**src/verilog/uarx_pkg.sv**
```systemverilog
/*
 * Constants, field layout, state record and reset image of the serial channel.
 * Assumes a single 10 MHz clock and one AHB-Lite master in front of the block.
 */
// How it works
// [RULE_01] bit time is M times (divisor plus two)
// [RULE_02] default mode: M is sixteen
// [RULE_03] divider mode: M is X plus one, X>=8
// [RULE_04] single-ratio mode: M is one, divisor>=3
// [RULE_05] transmit and receive FIFOs of fixed depth
// [RULE_06] seven interrupt causes are reported
// [RULE_07] parity, framing, break, buffer errors readable
// [RULE_08] receive only while request-to-send asserted
// [RULE_09] request-to-send drops at flow trigger level
// [RULE_10] transmit only while clear-to-send low
// [RULE_11] function select bit one selects infrared; here only code 2 does, code 3 with bit one set selects RS-485
// [RULE_12] infrared frames are eight data, one stop
// [RULE_13] infrared is half duplex only
// [RULE_14] software waits 10 ms before infrared receive
// [RULE_15] LIN mode frames are eight data, one stop
// [RULE_16] RS-485: nine bits, request-to-send enables driver
// [RULE_17] five to eight data bits
// [RULE_18] even, odd, none or stick parity
// [RULE_19] one, one and half, two stop bits
// [RULE_20] seven-bit receive timeout count
// [RULE_21] start on falling edge, sample mid-bit
// [RULE_22] reset empties FIFOs, clears status, idles high
package uarx_pkg;
	localparam int DEPTH = 16;
	localparam int PTR_W = 4;
	localparam int CNT_W = 5;
	localparam int DW = 9;
	localparam int PW = 21;
	localparam logic [CNT_W-1:0] FIFO_FULL = 5'h10;
	// register byte offsets
	localparam logic [7:0] OFS_DATA = 8'h00;
	localparam logic [7:0] OFS_FCR = 8'h04;
	localparam logic [7:0] OFS_LCR = 8'h08;
	localparam logic [7:0] OFS_STAT = 8'h0C;
	localparam logic [7:0] OFS_BAUD = 8'h10;
	localparam logic [7:0] OFS_TOUT = 8'h14;
	localparam logic [7:0] OFS_FUN = 8'h18;
	// field positions
	localparam int FCR_RXRST = 0;
	localparam int FCR_TXRST = 1;
	localparam int FCR_RTHR = 4;
	localparam int FCR_FLOW = 16;
	localparam int LCR_NSB = 2;
	localparam int LCR_PEN = 3;
	localparam int LCR_EPE = 4;
	localparam int LCR_SPE = 5;
	localparam int LCR_RTS = 6;
	localparam int LCR_ARTS = 7;
	localparam int LCR_ACTS = 8;
	localparam int BAUD_DIVX = 24;
	localparam int BAUD_ONE = 28;
	localparam int BAUD_EN = 29;
	localparam int ST_PE = 0;
	localparam int ST_FE = 1;
	localparam int ST_BI = 2;
	localparam int ST_BUF = 3;
	localparam int ST_TOUT = 4;
	localparam int ST_MODEM = 5;
	localparam int ST_LIN = 6;
	// function select codes
	localparam logic [1:0] FUN_UART = 2'h0;
	localparam logic [1:0] FUN_LIN = 2'h1;
	localparam logic [1:0] FUN_IRDA = 2'h2;
	localparam logic [1:0] FUN_RS485 = 2'h3;
	// timing figures
	localparam logic [4:0] OVS_M0 = 5'h10;
	localparam logic [PW-1:0] BRD_OFS = 21'h000002;
	localparam int IR_SHIFT = 4;
	// reset values
	localparam logic [8:0] LCR_RST = 9'h003;
	localparam logic [6:0] TOUT_RST = 7'h40;

	typedef enum logic [2:0] {TX_IDLE, TX_START, TX_DATA, TX_PAR, TX_STOP} uarx_txs_t;
	typedef enum logic [2:0] {RX_IDLE, RX_START, RX_DATA, RX_PAR, RX_STOP} uarx_rxs_t;

	typedef struct packed {
		logic sout;
		logic rts_n;
	} uarx_line_t;

	typedef struct packed {
		uarx_txs_t txs;
		uarx_rxs_t rxs;
		logic [PW-1:0] tx_cnt, rx_cnt, ir_str;
		logic [3:0] tx_bit, rx_bit;
		logic [DW-1:0] tx_sh, rx_sh;
		logic tx_pb, rx_pb;
		logic [DEPTH-1:0][DW-1:0] txf, rxf;
		logic [PTR_W-1:0] tx_wp, tx_rp, rx_wp, rx_rp;
		logic [CNT_W-1:0] tx_n, rx_n;
		logic [3:0] rthr, flow, divx;
		logic [8:0] lcr;
		logic [15:0] baud_divisor;
		logic div_one, div_en;
		logic [6:0] tout_lim, tout_cnt, st, cause;
		logic [1:0] fun;
		logic sin1, sin2, cts1, cts2, cts3;
		uarx_line_t line;
		logic a_wr;
		logic [7:0] a_addr;
		logic [31:0] hrdata;
	} uarx_state_t;

	localparam uarx_state_t ST_RST = '{txs: TX_IDLE, rxs: RX_IDLE, lcr: LCR_RST,
		tout_lim: TOUT_RST, sin1: 1'b1, sin2: 1'b1, cts1: 1'b1, cts2: 1'b1, cts3: 1'b1,
		line: 2'h3, default: '0};
endpackage

```
**src/verilog/uarx_top.sv**
```systemverilog
/*
 * Serial channel with FIFOs, baud generator, flow control and the
 * infrared, LIN and RS-485 alternate framings, behind an AHB-Lite slave.
 * Assumes sin and cts_n arrive asynchronously from pins and that the
 * infrared receiver delivers active-high pulses on sin.
 */
`timescale 1ns/1ps
module uarx_top (
	input wire logic hclk,
	input wire logic hresetn,
	input wire logic hsel,
	input wire logic [31:0] haddr,
	input wire logic [1:0] htrans,
	input wire logic hwrite,
	input wire logic [2:0] hsize,
	input wire logic [31:0] hwdata,
	input wire logic hready,
	output logic hreadyout,
	output logic hresp,
	output logic [31:0] hrdata,
	input wire logic sin,
	input wire logic cts_n,
	output uarx_pkg::uarx_line_t line,
	output logic [6:0] cause
);
	uarx_pkg::uarx_state_t st_q, st_d;
	logic special, irda, lin, rs485, has_par, stop2, rx_line, rx_ok, tx_b;
	logic push_tx, pop_tx, push_rx, pop_rx, tx_flush, rx_flush, tick;
	logic [3:0] nbits;
	logic [4:0] ovs;
	logic [uarx_pkg::PW-1:0] per, half, stop_len, ir_w;
	logic [uarx_pkg::PW:0] ir_prod;
	logic [uarx_pkg::DW-1:0] rx_word;
	logic [6:0] set, clr;

	// parity over the low n bits of a character
	function automatic logic par_of(input logic [8:0] v, input logic [3:0] n);
		logic p;
		p = 1'b0;
		for (int i = 0; i < 9; i++) begin
			if (i < int'(n)) begin
				p = p ^ v[i];
			end
		end
		return p;
	endfunction

	// frame shape per function mode
	assign lin = st_q.fun == uarx_pkg::FUN_LIN;
	assign irda = st_q.fun == uarx_pkg::FUN_IRDA; // RULE_11
	assign rs485 = st_q.fun == uarx_pkg::FUN_RS485;
	assign special = st_q.fun != uarx_pkg::FUN_UART;
	assign nbits = special ? 4'h8 : 4'h5 + {2'h0, st_q.lcr[1:0]}; // RULE_12 RULE_15 RULE_17
	assign has_par = rs485 | (!special & st_q.lcr[uarx_pkg::LCR_PEN]); // RULE_16 RULE_18
	assign stop2 = st_q.lcr[uarx_pkg::LCR_NSB] & !special;

	// bit time in clocks; divisor limits of the divider modes are left to software
	assign ovs = !st_q.div_en ? uarx_pkg::OVS_M0 : // RULE_02
		(st_q.div_one ? 5'h01 : {1'b0, st_q.divx} + 5'h01); // RULE_03 RULE_04
	assign per = {16'h0000, ovs} * ({5'h00, st_q.baud_divisor} + uarx_pkg::BRD_OFS); // RULE_01
	assign half = per >> 1;
	assign stop_len = !stop2 ? per : (nbits == 4'h5 ? per + half : per << 1); // RULE_19
	assign ir_prod = {1'b0, per} + {per, 1'b0};
	assign ir_w = uarx_pkg::PW'(ir_prod >> uarx_pkg::IR_SHIFT);
	// infrared pulse is stretched into a low level; else the synced pin
	assign rx_line = irda ? (st_q.ir_str == '0) : st_q.sin2;
	// receiver gated by flow control and by a busy infrared transmitter
	assign rx_ok = !(st_q.lcr[uarx_pkg::LCR_ARTS] & st_q.line.rts_n) // RULE_08
		& !(irda & st_q.txs != uarx_pkg::TX_IDLE); // RULE_13

	assign hreadyout = 1'b1;
	assign hresp = 1'b0;
	assign hrdata = st_q.hrdata;
	assign line = st_q.line;
	assign cause = st_q.cause;

	// next-state of the whole channel
	always_comb begin
		st_d = st_q;
		set = '0;
		clr = '0;
		push_tx = 1'b0;
		pop_tx = 1'b0;
		push_rx = 1'b0;
		pop_rx = 1'b0;
		tx_flush = 1'b0;
		rx_flush = 1'b0;
		tick = 1'b0;
		rx_word = '0;
		tx_b = 1'b1;
		// two-flop synchronisers; cts3 only feeds the change detector
		st_d.sin1 = sin;
		st_d.sin2 = st_q.sin1;
		st_d.cts1 = cts_n;
		st_d.cts2 = st_q.cts1;
		st_d.cts3 = st_q.cts2;
		if (st_q.cts2 != st_q.cts3) begin
			set[uarx_pkg::ST_MODEM] = 1'b1; // RULE_06
		end

		// bus address phase: read data is prepared here for the data phase
		st_d.a_wr = 1'b0;
		if (hsel && htrans[1] && hready) begin
			st_d.a_wr = hwrite;
			st_d.a_addr = haddr[7:0];
			if (!hwrite) begin
				unique case (haddr[7:0])
					uarx_pkg::OFS_DATA: begin
						st_d.hrdata = {23'h0, st_q.rxf[st_q.rx_rp]};
						pop_rx = st_q.rx_n != '0;
					end
					uarx_pkg::OFS_FCR: begin
						st_d.hrdata = {12'h0, st_q.flow, 8'h0, st_q.rthr, 4'h0};
					end
					uarx_pkg::OFS_LCR: begin
						st_d.hrdata = {23'h0, st_q.lcr};
					end
					uarx_pkg::OFS_STAT: begin
						st_d.hrdata = {6'h0, st_q.cts2, st_q.txs != uarx_pkg::TX_IDLE, 3'h0,
							st_q.tx_n, 3'h0, st_q.rx_n, 1'b0, st_q.st}; // RULE_07
					end
					uarx_pkg::OFS_BAUD: begin
						st_d.hrdata = {2'h0, st_q.div_en, st_q.div_one, st_q.divx, 8'h0,
							st_q.baud_divisor};
					end
					uarx_pkg::OFS_TOUT: begin
						st_d.hrdata = {25'h0, st_q.tout_lim};
					end
					uarx_pkg::OFS_FUN: begin
						st_d.hrdata = {30'h0, st_q.fun};
					end
					default: begin
						st_d.hrdata = '0;
					end
				endcase
			end
		end

		// bus data phase for writes
		if (st_q.a_wr) begin
			unique case (st_q.a_addr)
				uarx_pkg::OFS_DATA: begin
					push_tx = 1'b1;
				end
				uarx_pkg::OFS_FCR: begin
					rx_flush = hwdata[uarx_pkg::FCR_RXRST];
					tx_flush = hwdata[uarx_pkg::FCR_TXRST];
					st_d.rthr = hwdata[uarx_pkg::FCR_RTHR +: 4];
					st_d.flow = hwdata[uarx_pkg::FCR_FLOW +: 4];
				end
				uarx_pkg::OFS_LCR: begin
					st_d.lcr = hwdata[8:0];
				end
				uarx_pkg::OFS_STAT: begin
					clr = hwdata[6:0];
				end
				uarx_pkg::OFS_BAUD: begin
					st_d.baud_divisor = hwdata[15:0];
					st_d.divx = hwdata[uarx_pkg::BAUD_DIVX +: 4];
					st_d.div_one = hwdata[uarx_pkg::BAUD_ONE];
					st_d.div_en = hwdata[uarx_pkg::BAUD_EN];
				end
				uarx_pkg::OFS_TOUT: begin
					st_d.tout_lim = hwdata[6:0];
				end
				uarx_pkg::OFS_FUN: begin
					st_d.fun = hwdata[1:0];
				end
				default: begin
				end
			endcase
		end

		// infrared decoder: a pulse holds the line low for most of a bit
		if (irda && st_q.sin2) begin
			st_d.ir_str = per - (per >> 3);
		end else if (st_q.ir_str != '0) begin
			st_d.ir_str = st_q.ir_str - 1'b1;
		end

		// receiver
		st_d.rx_cnt = st_q.rx_cnt - 1'b1;
		unique case (st_q.rxs)
			uarx_pkg::RX_IDLE: begin
				if (st_q.rx_cnt == '0) begin
					st_d.rx_cnt = per - 1'b1;
					tick = 1'b1; // free-running bit time for the timeout
				end
				if (!rx_line && rx_ok) begin
					st_d.rxs = uarx_pkg::RX_START; // RULE_21
					st_d.rx_cnt = half;
					st_d.rx_sh = '0;
				end
			end
			uarx_pkg::RX_START: begin
				if (st_q.rx_cnt == '0) begin
					// a high line at mid start bit is a glitch
					st_d.rxs = rx_line ? uarx_pkg::RX_IDLE : uarx_pkg::RX_DATA; // RULE_21
					st_d.rx_cnt = per - 1'b1;
					st_d.rx_bit = '0;
				end
			end
			uarx_pkg::RX_DATA: begin
				if (st_q.rx_cnt == '0) begin
					st_d.rx_sh[st_q.rx_bit] = rx_line; // RULE_21
					st_d.rx_cnt = per - 1'b1;
					st_d.rx_bit = st_q.rx_bit + 1'b1;
					if (st_q.rx_bit == nbits - 1'b1) begin
						st_d.rxs = has_par ? uarx_pkg::RX_PAR : uarx_pkg::RX_STOP;
					end
				end
			end
			uarx_pkg::RX_PAR: begin
				if (st_q.rx_cnt == '0) begin
					st_d.rx_pb = rx_line;
					st_d.rx_cnt = per - 1'b1;
					st_d.rxs = uarx_pkg::RX_STOP;
				end
			end
			uarx_pkg::RX_STOP: begin
				if (st_q.rx_cnt == '0) begin
					st_d.rxs = uarx_pkg::RX_IDLE;
					st_d.rx_cnt = '0;
					push_rx = 1'b1;
					rx_word = {rs485 & st_q.rx_pb, st_q.rx_sh[7:0]}; // RULE_16
					set[uarx_pkg::ST_FE] = !rx_line; // RULE_07
					if (has_par && !rs485) begin
						set[uarx_pkg::ST_PE] = st_q.rx_pb != (st_q.lcr[uarx_pkg::LCR_SPE] ?
							!st_q.lcr[uarx_pkg::LCR_EPE] :
							par_of(st_q.rx_sh, nbits) ^ !st_q.lcr[uarx_pkg::LCR_EPE]); // RULE_18
					end
					if (!rx_line && st_q.rx_sh == '0 && !(has_par && st_q.rx_pb)) begin
						set[uarx_pkg::ST_BI] = 1'b1; // RULE_07
						set[uarx_pkg::ST_LIN] = lin; // RULE_06
					end
				end
			end
		endcase

		// receive timeout counted in bit times while data waits unread
		if (st_q.rx_n == '0 || st_q.rxs != uarx_pkg::RX_IDLE || pop_rx) begin
			st_d.tout_cnt = '0;
		end else if (tick && st_q.tout_cnt != st_q.tout_lim) begin
			st_d.tout_cnt = st_q.tout_cnt + 1'b1; // RULE_20
			set[uarx_pkg::ST_TOUT] = st_q.tout_cnt + 1'b1 == st_q.tout_lim; // RULE_20
		end

		// transmitter
		st_d.tx_cnt = st_q.tx_cnt - 1'b1;
		unique case (st_q.txs)
			uarx_pkg::TX_IDLE: begin
				st_d.tx_cnt = '0;
				if (st_q.tx_n != '0
					&& !(st_q.lcr[uarx_pkg::LCR_ACTS] && st_q.cts2) // RULE_10
					&& !(irda && st_q.rxs != uarx_pkg::RX_IDLE)) begin // RULE_13
					pop_tx = 1'b1;
					st_d.tx_sh = st_q.txf[st_q.tx_rp];
					st_d.tx_pb = rs485 ? st_q.txf[st_q.tx_rp][8] : // RULE_16
						(st_q.lcr[uarx_pkg::LCR_SPE] ? !st_q.lcr[uarx_pkg::LCR_EPE] :
						par_of(st_q.txf[st_q.tx_rp], nbits) ^
						!st_q.lcr[uarx_pkg::LCR_EPE]); // RULE_18
					st_d.txs = uarx_pkg::TX_START;
					st_d.tx_cnt = per - 1'b1;
				end
			end
			uarx_pkg::TX_START: begin
				if (st_q.tx_cnt == '0) begin
					st_d.txs = uarx_pkg::TX_DATA;
					st_d.tx_bit = '0;
					st_d.tx_cnt = per - 1'b1;
				end
			end
			uarx_pkg::TX_DATA: begin
				if (st_q.tx_cnt == '0) begin
					st_d.tx_bit = st_q.tx_bit + 1'b1;
					st_d.tx_cnt = per - 1'b1;
					if (st_q.tx_bit == nbits - 1'b1) begin
						st_d.txs = has_par ? uarx_pkg::TX_PAR : uarx_pkg::TX_STOP;
						st_d.tx_cnt = has_par ? per - 1'b1 : stop_len - 1'b1; // RULE_19
					end
				end
			end
			uarx_pkg::TX_PAR: begin
				if (st_q.tx_cnt == '0) begin
					st_d.txs = uarx_pkg::TX_STOP;
					st_d.tx_cnt = stop_len - 1'b1; // RULE_19
				end
			end
			uarx_pkg::TX_STOP: begin
				if (st_q.tx_cnt == '0) begin
					st_d.txs = uarx_pkg::TX_IDLE;
				end
			end
		endcase

		// FIFO bookkeeping; a push into a full FIFO is lost and flagged
		if (push_tx) begin
			if (st_q.tx_n == uarx_pkg::FIFO_FULL) begin
				set[uarx_pkg::ST_BUF] = 1'b1; // RULE_07
			end else begin
				st_d.txf[st_q.tx_wp] = hwdata[8:0]; // RULE_05
				st_d.tx_wp = st_q.tx_wp + 1'b1;
			end
		end
		if (push_rx) begin
			if (st_q.rx_n == uarx_pkg::FIFO_FULL) begin
				set[uarx_pkg::ST_BUF] = 1'b1; // RULE_07
			end else begin
				st_d.rxf[st_q.rx_wp] = rx_word; // RULE_05
				st_d.rx_wp = st_q.rx_wp + 1'b1;
			end
		end
		st_d.tx_rp = st_q.tx_rp + {3'h0, pop_tx};
		st_d.rx_rp = st_q.rx_rp + {3'h0, pop_rx};
		st_d.tx_n = st_q.tx_n - {4'h0, pop_tx} +
			{4'h0, push_tx && st_q.tx_n != uarx_pkg::FIFO_FULL};
		st_d.rx_n = st_q.rx_n - {4'h0, pop_rx} +
			{4'h0, push_rx && st_q.rx_n != uarx_pkg::FIFO_FULL};
		if (tx_flush) begin
			st_d.tx_wp = '0;
			st_d.tx_rp = '0;
			st_d.tx_n = '0;
		end
		if (rx_flush) begin
			st_d.rx_wp = '0;
			st_d.rx_rp = '0;
			st_d.rx_n = '0;
		end

		// sticky status: a new event beats a clear in the same cycle
		st_d.st = (st_q.st & ~clr) | set;
		st_d.cause = {st_d.st[uarx_pkg::ST_LIN], st_d.st[uarx_pkg::ST_BUF],
			st_d.st[uarx_pkg::ST_MODEM], st_d.st[uarx_pkg::ST_TOUT],
			|st_d.st[uarx_pkg::ST_BI:uarx_pkg::ST_PE],
			st_d.rx_n != '0 && st_d.rx_n >= {1'b0, st_d.rthr},
			st_d.tx_n == '0}; // RULE_06

		// line level from the next transmit state
		unique case (st_d.txs)
			uarx_pkg::TX_IDLE: tx_b = 1'b1;
			uarx_pkg::TX_START: tx_b = 1'b0;
			uarx_pkg::TX_DATA: tx_b = st_d.tx_sh[st_d.tx_bit];
			uarx_pkg::TX_PAR: tx_b = st_d.tx_pb;
			uarx_pkg::TX_STOP: tx_b = 1'b1;
		endcase
		// infrared sends a 3/16 pulse for each zero, nothing for a one
		st_d.line.sout = irda ? (!tx_b && st_d.txs != uarx_pkg::TX_IDLE
			&& st_d.tx_cnt >= per - ir_w) : tx_b; // RULE_11
		if (rs485) begin
			st_d.line.rts_n = st_d.txs == uarx_pkg::TX_IDLE; // RULE_16
		end else if (st_d.lcr[uarx_pkg::LCR_ARTS]) begin
			st_d.line.rts_n = st_d.rx_n >= {1'b0, st_d.flow}; // RULE_09
		end else begin
			st_d.line.rts_n = !st_d.lcr[uarx_pkg::LCR_RTS];
		end
	end

	// single state register; reset empties FIFOs and idles the line high
	always_ff @(posedge hclk or negedge hresetn) begin
		if (!hresetn) begin
			st_q <= uarx_pkg::ST_RST; // RULE_22
		end else begin
			st_q <= st_d;
		end
	end
endmodule

```
**config.mk**
```make
export PLATFORM = sky130hd
export DESIGN_NAME = uarx_top
export DESIGN_NICKNAME = d
export VERILOG_FILES = /design/src/verilog/uarx_pkg.sv /design/src/verilog/uarx_top.sv
export SDC_FILE = /design/constraint.sdc
export NUM_CORES = 1
export LEC_CHECK = 0
export BUFFER_PORTS_ARGS = -buffer_cell sky130_fd_sc_hd__buf_2
export CAP_MARGIN = 10
export CELL_PAD_IN_SITES_DETAIL_PLACEMENT = 1
export CELL_PAD_IN_SITES_GLOBAL_PLACEMENT = 1
export CORE_ASPECT_RATIO = 1.4
export CORE_MARGIN = 8
export CORE_UTILIZATION = 45
export CTS_CLUSTER_DIAMETER = 40
export DETAILED_ROUTE_END_ITERATION = 10
export PLACE_DENSITY = 0.8
export SLEW_MARGIN = 40
export SYNTH_ARGS = -nofsm -noshare
export SYNTH_HDL_FRONTEND = slang
export SYNTH_SLANG_ARGS = --single-unit
```
**constraint.sdc**
```tcl
create_clock -name hclk -period 10.3 [get_ports hclk]
set_clock_uncertainty 0.2 [all_clocks]
set_input_delay 1.545 -clock hclk [delete_from_list [all_inputs] [get_ports hclk]]
set_output_delay 1.545 -clock hclk [all_outputs]
set_load 0.005 [all_outputs]
```
==> impl_metrics.tcl, run 1 <==
set metrics [dict create \
    drive_gt1_share_pct 20.11 \
    use_met2_pct 47.22 \
    cts_made_buffers 77 \
    synth_cells 3508 \
    die-height_um 341.6 \
    first_pass_iters 5 \
    core_area_um2 75040 \
    cp_num_buf_inv 3 \
    die_area_um2 84900 \
    hold-worst-slack_ns 0.1612 \
    worstPathMaxFanout 10 \
    hold_end "st_d[43]$_DFF_PN1_" \
    postRouteWirelength_mm 112.9 \
    power_leakage_nw 16.88 \
    avgSynthCellArea_um2 9.712 \
    startpoint_type "flop" \
    synth_edf_count 0 \
    seq_area_frac_synth_pct 38.16 \
    postCtsHoldBufs 0 \
    outcome "finished, final reports clean" \
    fmax_mhz 101.8 \
    maxSlewViolCount 0 \
    preCtsSetupSlack_ns -0.03771 \
    die_x_um 248.6 \
    start_util_pct 45.40 \
    slowest_delay_ns 0.55 \
    slew_headroom_pct 44.68 \
    gp_congestion 0.8865 \
    antenna_found_initial 4 \
    async_flop_share_pct 100.0 \
    final_cell_mix "dfrtp_1, nand2_1, o21ai_0" \
    rows 119 \
    power_mw 6.479 \
    drtIter0Drc 1893 \
    hold_viol_final 0 \
    vdd_ir_drop_max_mv 0.1635 \
    cts_root_buffer "clkbuf_16" \
    post-route-period-util_pct 95.38 \
    worstReg2RegEnd "line[1]$_DFF_PN1_" \
    critPathSlowestCell "fa_1" \
    gr-total-overflow 0 \
    grt_pass1_wl_mm 176.9 \
    worstSetupEndpointType "flop" \
    nFillCells 8298 \
    cts.clk_slew.worst_paths_ns 0.06 \
    grt_pass1_vias 30386 \
    reg2reg_from "st_q[106]$_DFFE_PN0P_" \
    clock_sinks 519 \
    grt-busiest-layer "met2" \
    crit_type "flop to flop" \
    whs_path_depth 0 \
    final_common_cell "dfrtp_1" \
    finalSetupViolations 0 \
    port-buffer-count 77 \
    grt_use_met3_pct 3.545 \
    clk_latency_ns 0.66 \
    reg2reg_slack_ns 0.48 \
    rr_worst_depth 39 \
    cts_max_level 3 \
    final_nets 3803 \
    syn_to_final_growth_pct 12.46 \
    synth-warning-count 0 \
    final.min_clock_period_ns 9.824 \
    ys.flop_type "dfrtp_1" \
    clockBufferDepth 3 \
    crit_required_ns 10.63 \
    synthesis.area_um2 34070 \
    hp-class "flop to flop" \
    vias 27740 \
    ys_types 99 \
    ant_nets 0 \
    crit_family "compound AO/OA/AOI/OAI gates" \
    tightestPinTransition_ns 0.8275 \
    power_density_nw_per_um2 169.1 \
    use_met1_pct 29.87 \
    synth-seq-cells 519 \
    worst_slack_ns 0.4760 \
    route.detailed.drc 0 \
    ioPinCount 119 \
    cts_tree "built" \
    route.detailed.wl_per_inst_um 24.79 \
    arrival_ns 10.16 \
    grt_max_degree 151 \
    drv_cap 0 \
    grt_usage_pct 26.16 \
    place.detailed.hpwl_mm 80.62 \
    hold_start "st_d[44]$_DFF_PN1_" \
    vias_per_cell 6.090 \
]
kinds of logic (layout without fill, tap and decap cells):
family | Yosys count | after routing | synth area share, %
mux | 335 | 335 | 13.99
compound gates | 746 | 746 | 13.79
simple gates | 1067 | 1067 | 14.18
other cells | 2 | 8 | 0.02204
buf+inv | 386 | 459 | 4.789
xor+xnor | 244 | 244 | 6.350
flops | 519 | 519 | 38.16
fa+ha+maj | 209 | 209 | 8.729
flip-flops by register name (all words and copies together) (netlist names):
signal,flops
st_d,3
st_q,480
line,2
cause,7
hrdata,27
metrics by stage:
stage / cells / utilization (%) / TNS (ns) / cell area (um^2)
after floorplan: 3513 / - / 0 / 34090
after global placement: 4406 / 47.03 / 0 / 35290
after detailed placement: 4407 / 47.15 / -0.03771 / 35380
after CTS: 4550 / 50.76 / 0 / 38090
after global routing: 4554 / 51.05 / -0.03362 / 38310
final: 4555 / 51.06 / 0 / 38310
routing by layer:
metal	share of wire [%]	wire length, um
met2	52	58480
met1	38	43030
met4	5.4	6129
met3	4.7	5263
met5	0	0
power by group:
group | internal, mW | switching [mW]
registers | 2.18 | 0.160
logic | 0.554 | 0.834
clock network | 1.66 | 1.09
total | 4.39 | 2.09
synth_stat cells (all sizes together), types with 90 or more instances:
library cell | n | area [um^2]
nor2 | 257 | 969.7
mux4 | 90 | 2027
ha | 156 | 1952
inv | 153 | 574.3
clkbuf | 154 | 578.1
nand2 | 461 | 1730
o21ai | 278 | 1395
dfrtp | 509 | 12740
a21oi | 169 | 853.3
mux2 | 229 | 2579
xor2 | 90 | 788.3
xnor2 | 154 | 1375
what timing repair did:
action	4_1_cts	5_1_grt
setup endpoints to repair	1	1
buffers inserted	0	3
hold endpoints to repair	0	0
pin swaps	0	4
resized for setup	3	36
area by class of cell:
class                      count  area (um^2)  share of cell area (%)
tap                          968         1211                   3.161
inverter                     158        595.6                   1.554
clock buffer                  97         2093                   5.463
antenna                        1        2.502                0.006531
clock inverter                46        604.3                   1.577
multi-input combinational   2608        19730                   51.49
timing repair buffer         158         1071                   2.795
sequential                   519        13010                   33.96
worst max path at each step:
stage	start	endpoint	slack (ns)	depth (start not counted)
6_report	st_q[106]$_DFFE_PN0P_	line[1]$_DFF_PN1_	0.48	39
5_1_grt	st_q[106]$_DFFE_PN0P_	line[1]$_DFF_PN1_	-0.03	40
4_1_cts	st_q[106]$_DFFE_PN0P_	line[1]$_DFF_PN1_	0.06	40
3_5_place_dp	st_q[106]$_DFFE_PN0P_	line[1]$_DFF_PN1_	-0.04	40
3_3_place_gp	st_q[106]$_DFFE_PN0P_	line[1]$_DFF_PN1_	0.12	39
2_1_floorplan	st_q[105]$_DFFE_PN0P_	line[1]$_DFF_PN1_	0.65	40
Note: power is estimated with default switching activity, not from simulation.
==> inputs of run 2 (changes only) <==
--- a/config.mk
+++ b/config.mk
@@ -13,8 +13,10 @@
 export CORE_MARGIN = 8
 export CORE_UTILIZATION = 45
 export CTS_CLUSTER_DIAMETER = 40
+export CTS_CLUSTER_SIZE = 30
 export DETAILED_ROUTE_END_ITERATION = 10
 export PLACE_DENSITY = 0.8
+export REMOVE_ABC_BUFFERS = 1
 export SLEW_MARGIN = 40
 export SYNTH_ARGS = -nofsm -noshare
 export SYNTH_HDL_FRONTEND = slang
==> run 2 against run 1 <==
Critical path depth is 1 lower. Final cell count is essentially flat. Non-clock buffer count up 3. Power increased by 0.72%. Via count up 1.4%. Clock-buffer cell count decreased by 12. Die area stayed put. Worst setup slack got worse by 0.18 ns. Wire length increased by 2.2%. Clock power about the same. First-iteration DRC count fell by 2.5%. Critical endpoint unchanged. Largest cell class unchanged.
==> impl_metrics.tcl, run 2 (same netlist as run 1, synthesis figures left out) <==
set metrics [dict create \
    outcome "finished, final reports clean" \
    die_area_um2 84900 \
    die-height_um 341.6 \
    startpoint "st_q[86]$_DFFE_PN0P_" \
    cts_tree "built" \
    top_register "st_q" \
    crit_family "adder cells" \
    clk_latency_ns 0.65 \
    hp-class "flop to flop" \
    finalSetupViolations 0 \
    worstPathMaxFanout 7 \
    cpMostUsedCell "ha_1" \
    power_leakage_nw 16.89 \
    final_common_cell "dfrtp_1" \
    maxSlewViolCount 0 \
    tightestPinTransition_ns 0.8309 \
    reg2reg_from "st_q[86]$_DFFE_PN0P_" \
    cp_num_buf_inv 3 \
    critPathSlowestCell "fa_1" \
    final.min_clock_period_ns 10.00 \
    drive_gt1_share_pct 20.63 \
    startpoint_type "flop" \
    slowest_delay_ns 0.56 \
    cts_max_level 3 \
    vias 28137 \
    crit_end "line[1]$_DFF_PN1_" \
    gr-total-overflow 0 \
    preCtsSetupSlack_ns -0.01389 \
    rows 119 \
    syn_to_final_growth_pct 12.71 \
    ioPinCount 119 \
    clockBufferDepth 3 \
    dp.cells 4411 \
    largest_reg_flops 480 \
    place.detailed.hpwl_mm 79.97 \
    cts_made_buffers 76 \
    worst_slack_ns 0.3003 \
    hold-worst-slack_ns 0.1606 \
    cts_root_buffer "clkbuf_16" \
    route.detailed.wl_per_inst_um 25.31 \
    grt_max_degree 114 \
    grt_pass1_wl_mm 180.8 \
    placed_area_um2 35420 \
    post-route-period-util_pct 97.08 \
    vias_per_cell 6.174 \
    reg2reg_slack_ns 0.30 \
    port-buffer-count 77 \
    cp.depth 38 \
    power_density_nw_per_um2 169.9 \
    drv_cap 0 \
    crit_type "flop to flop" \
    crit_required_ns 10.58 \
    gp_congestion 0.9107 \
    fmax_mhz 100.0 \
    route.detailed.drc 0 \
    worstReg2RegEnd "line[1]$_DFF_PN1_" \
    clock_sinks 519 \
    postRouteWirelength_mm 115.4 \
    final_nets 3805 \
    rr_worst_depth 38 \
    power_mw 6.526 \
    start_util_pct 45.40 \
    utilization_pct 51.17 \
    setup-tns-final_ns 0 \
    slew_headroom_pct 44.47 \
    grt_usage_pct 26.68 \
    ant_nets 0 \
    cts.clk_slew.worst_paths_ns 0.07 \
    hold_viol_final 0 \
    first_pass_iters 6 \
    drtIter0Drc 1845 \
    fin_area_um2 38400 \
    arrival_ns 10.28 \
    grt_pass1_vias 30982 \
    finalNonFillerCells 4557 \
    final_cell_mix "dfrtp_1, nand2_1, o21ai_0" \
    antenna_found_initial 3 \
    vdd_ir_drop_max_mv 0.2891 \
    worstSetupEndpointType "flop" \
    core_area_um2 75040 \
    die_x_um 248.6 \
]
==> run 2: cell types whose count changed in the layout (fill, tap and decap cells not counted), moves of 4 or more <==
| cell | previous run | this run |
|---|---|---|
| clkbuf_1 | 12 | 5 |
| xnor2_1 | 146 | 150 |
| xor2_2 | 3 | 7 |
| clkinvlp_4 | 6 | 10 |
==> run 2: final cells by class <==
cell class              count  area, um^2
diodes                      2       5.005
repair buffers            161        1094
clock inverters            56       765.7
flip-flops and latches    519       13010
inverters                 158       595.6
multi-input cells        2608       19750
fillers                  8299       36640
clock buffers              85        1976
well taps                 968        1211
==> run 2: worst min path at each step <==
stage	start	endpoint	slack (ns)	cells past startpoint
5_1_grt	st_d[46]$_DFF_PN1_	st_q[46]$_DFF_PN1_	0.16	0
4_1_cts	st_d[46]$_DFF_PN1_	st_q[46]$_DFF_PN1_	0.16	0
6_report	st_d[46]$_DFF_PN1_	st_q[46]$_DFF_PN1_	0.16	0
2_1_floorplan	st_d[44]$_DFF_PN1_	st_d[43]$_DFF_PN1_	0.15	0
3_5_place_dp	st_d[46]$_DFF_PN1_	st_q[46]$_DFF_PN1_	0.15	0
3_3_place_gp	st_d[46]$_DFF_PN1_	st_q[46]$_DFF_PN1_	0.15	0
==> run 2: where the power goes <==
group          internal, mW  switching (mW)
logic                 0.557           0.850
registers              2.18           0.159
clock network          1.62            1.16
==> run 2: routing by layer <==
metal / vias up / wire, um / track usage [%]
li1: 12344 / - / -
met2: 904 / 58200 / 46.79
met3: 397 / 5495 / 4.221
met5: - / 0 / 0
met1: 14492 / 43860 / 30.11
met4: 0 / 7798 / 17.17
==> run 2: what timing repair did <==
| action | 4_1_cts | 5_1_grt |
|---|---|---|
| setup endpoints to repair | 1 | 1 |
| gates cloned | 0 | 0 |
| pin swaps | 1 | 3 |
| buffers inserted | 0 | 3 |
| hold buffers | 0 | 0 |
| resized for setup | 13 | 33 |
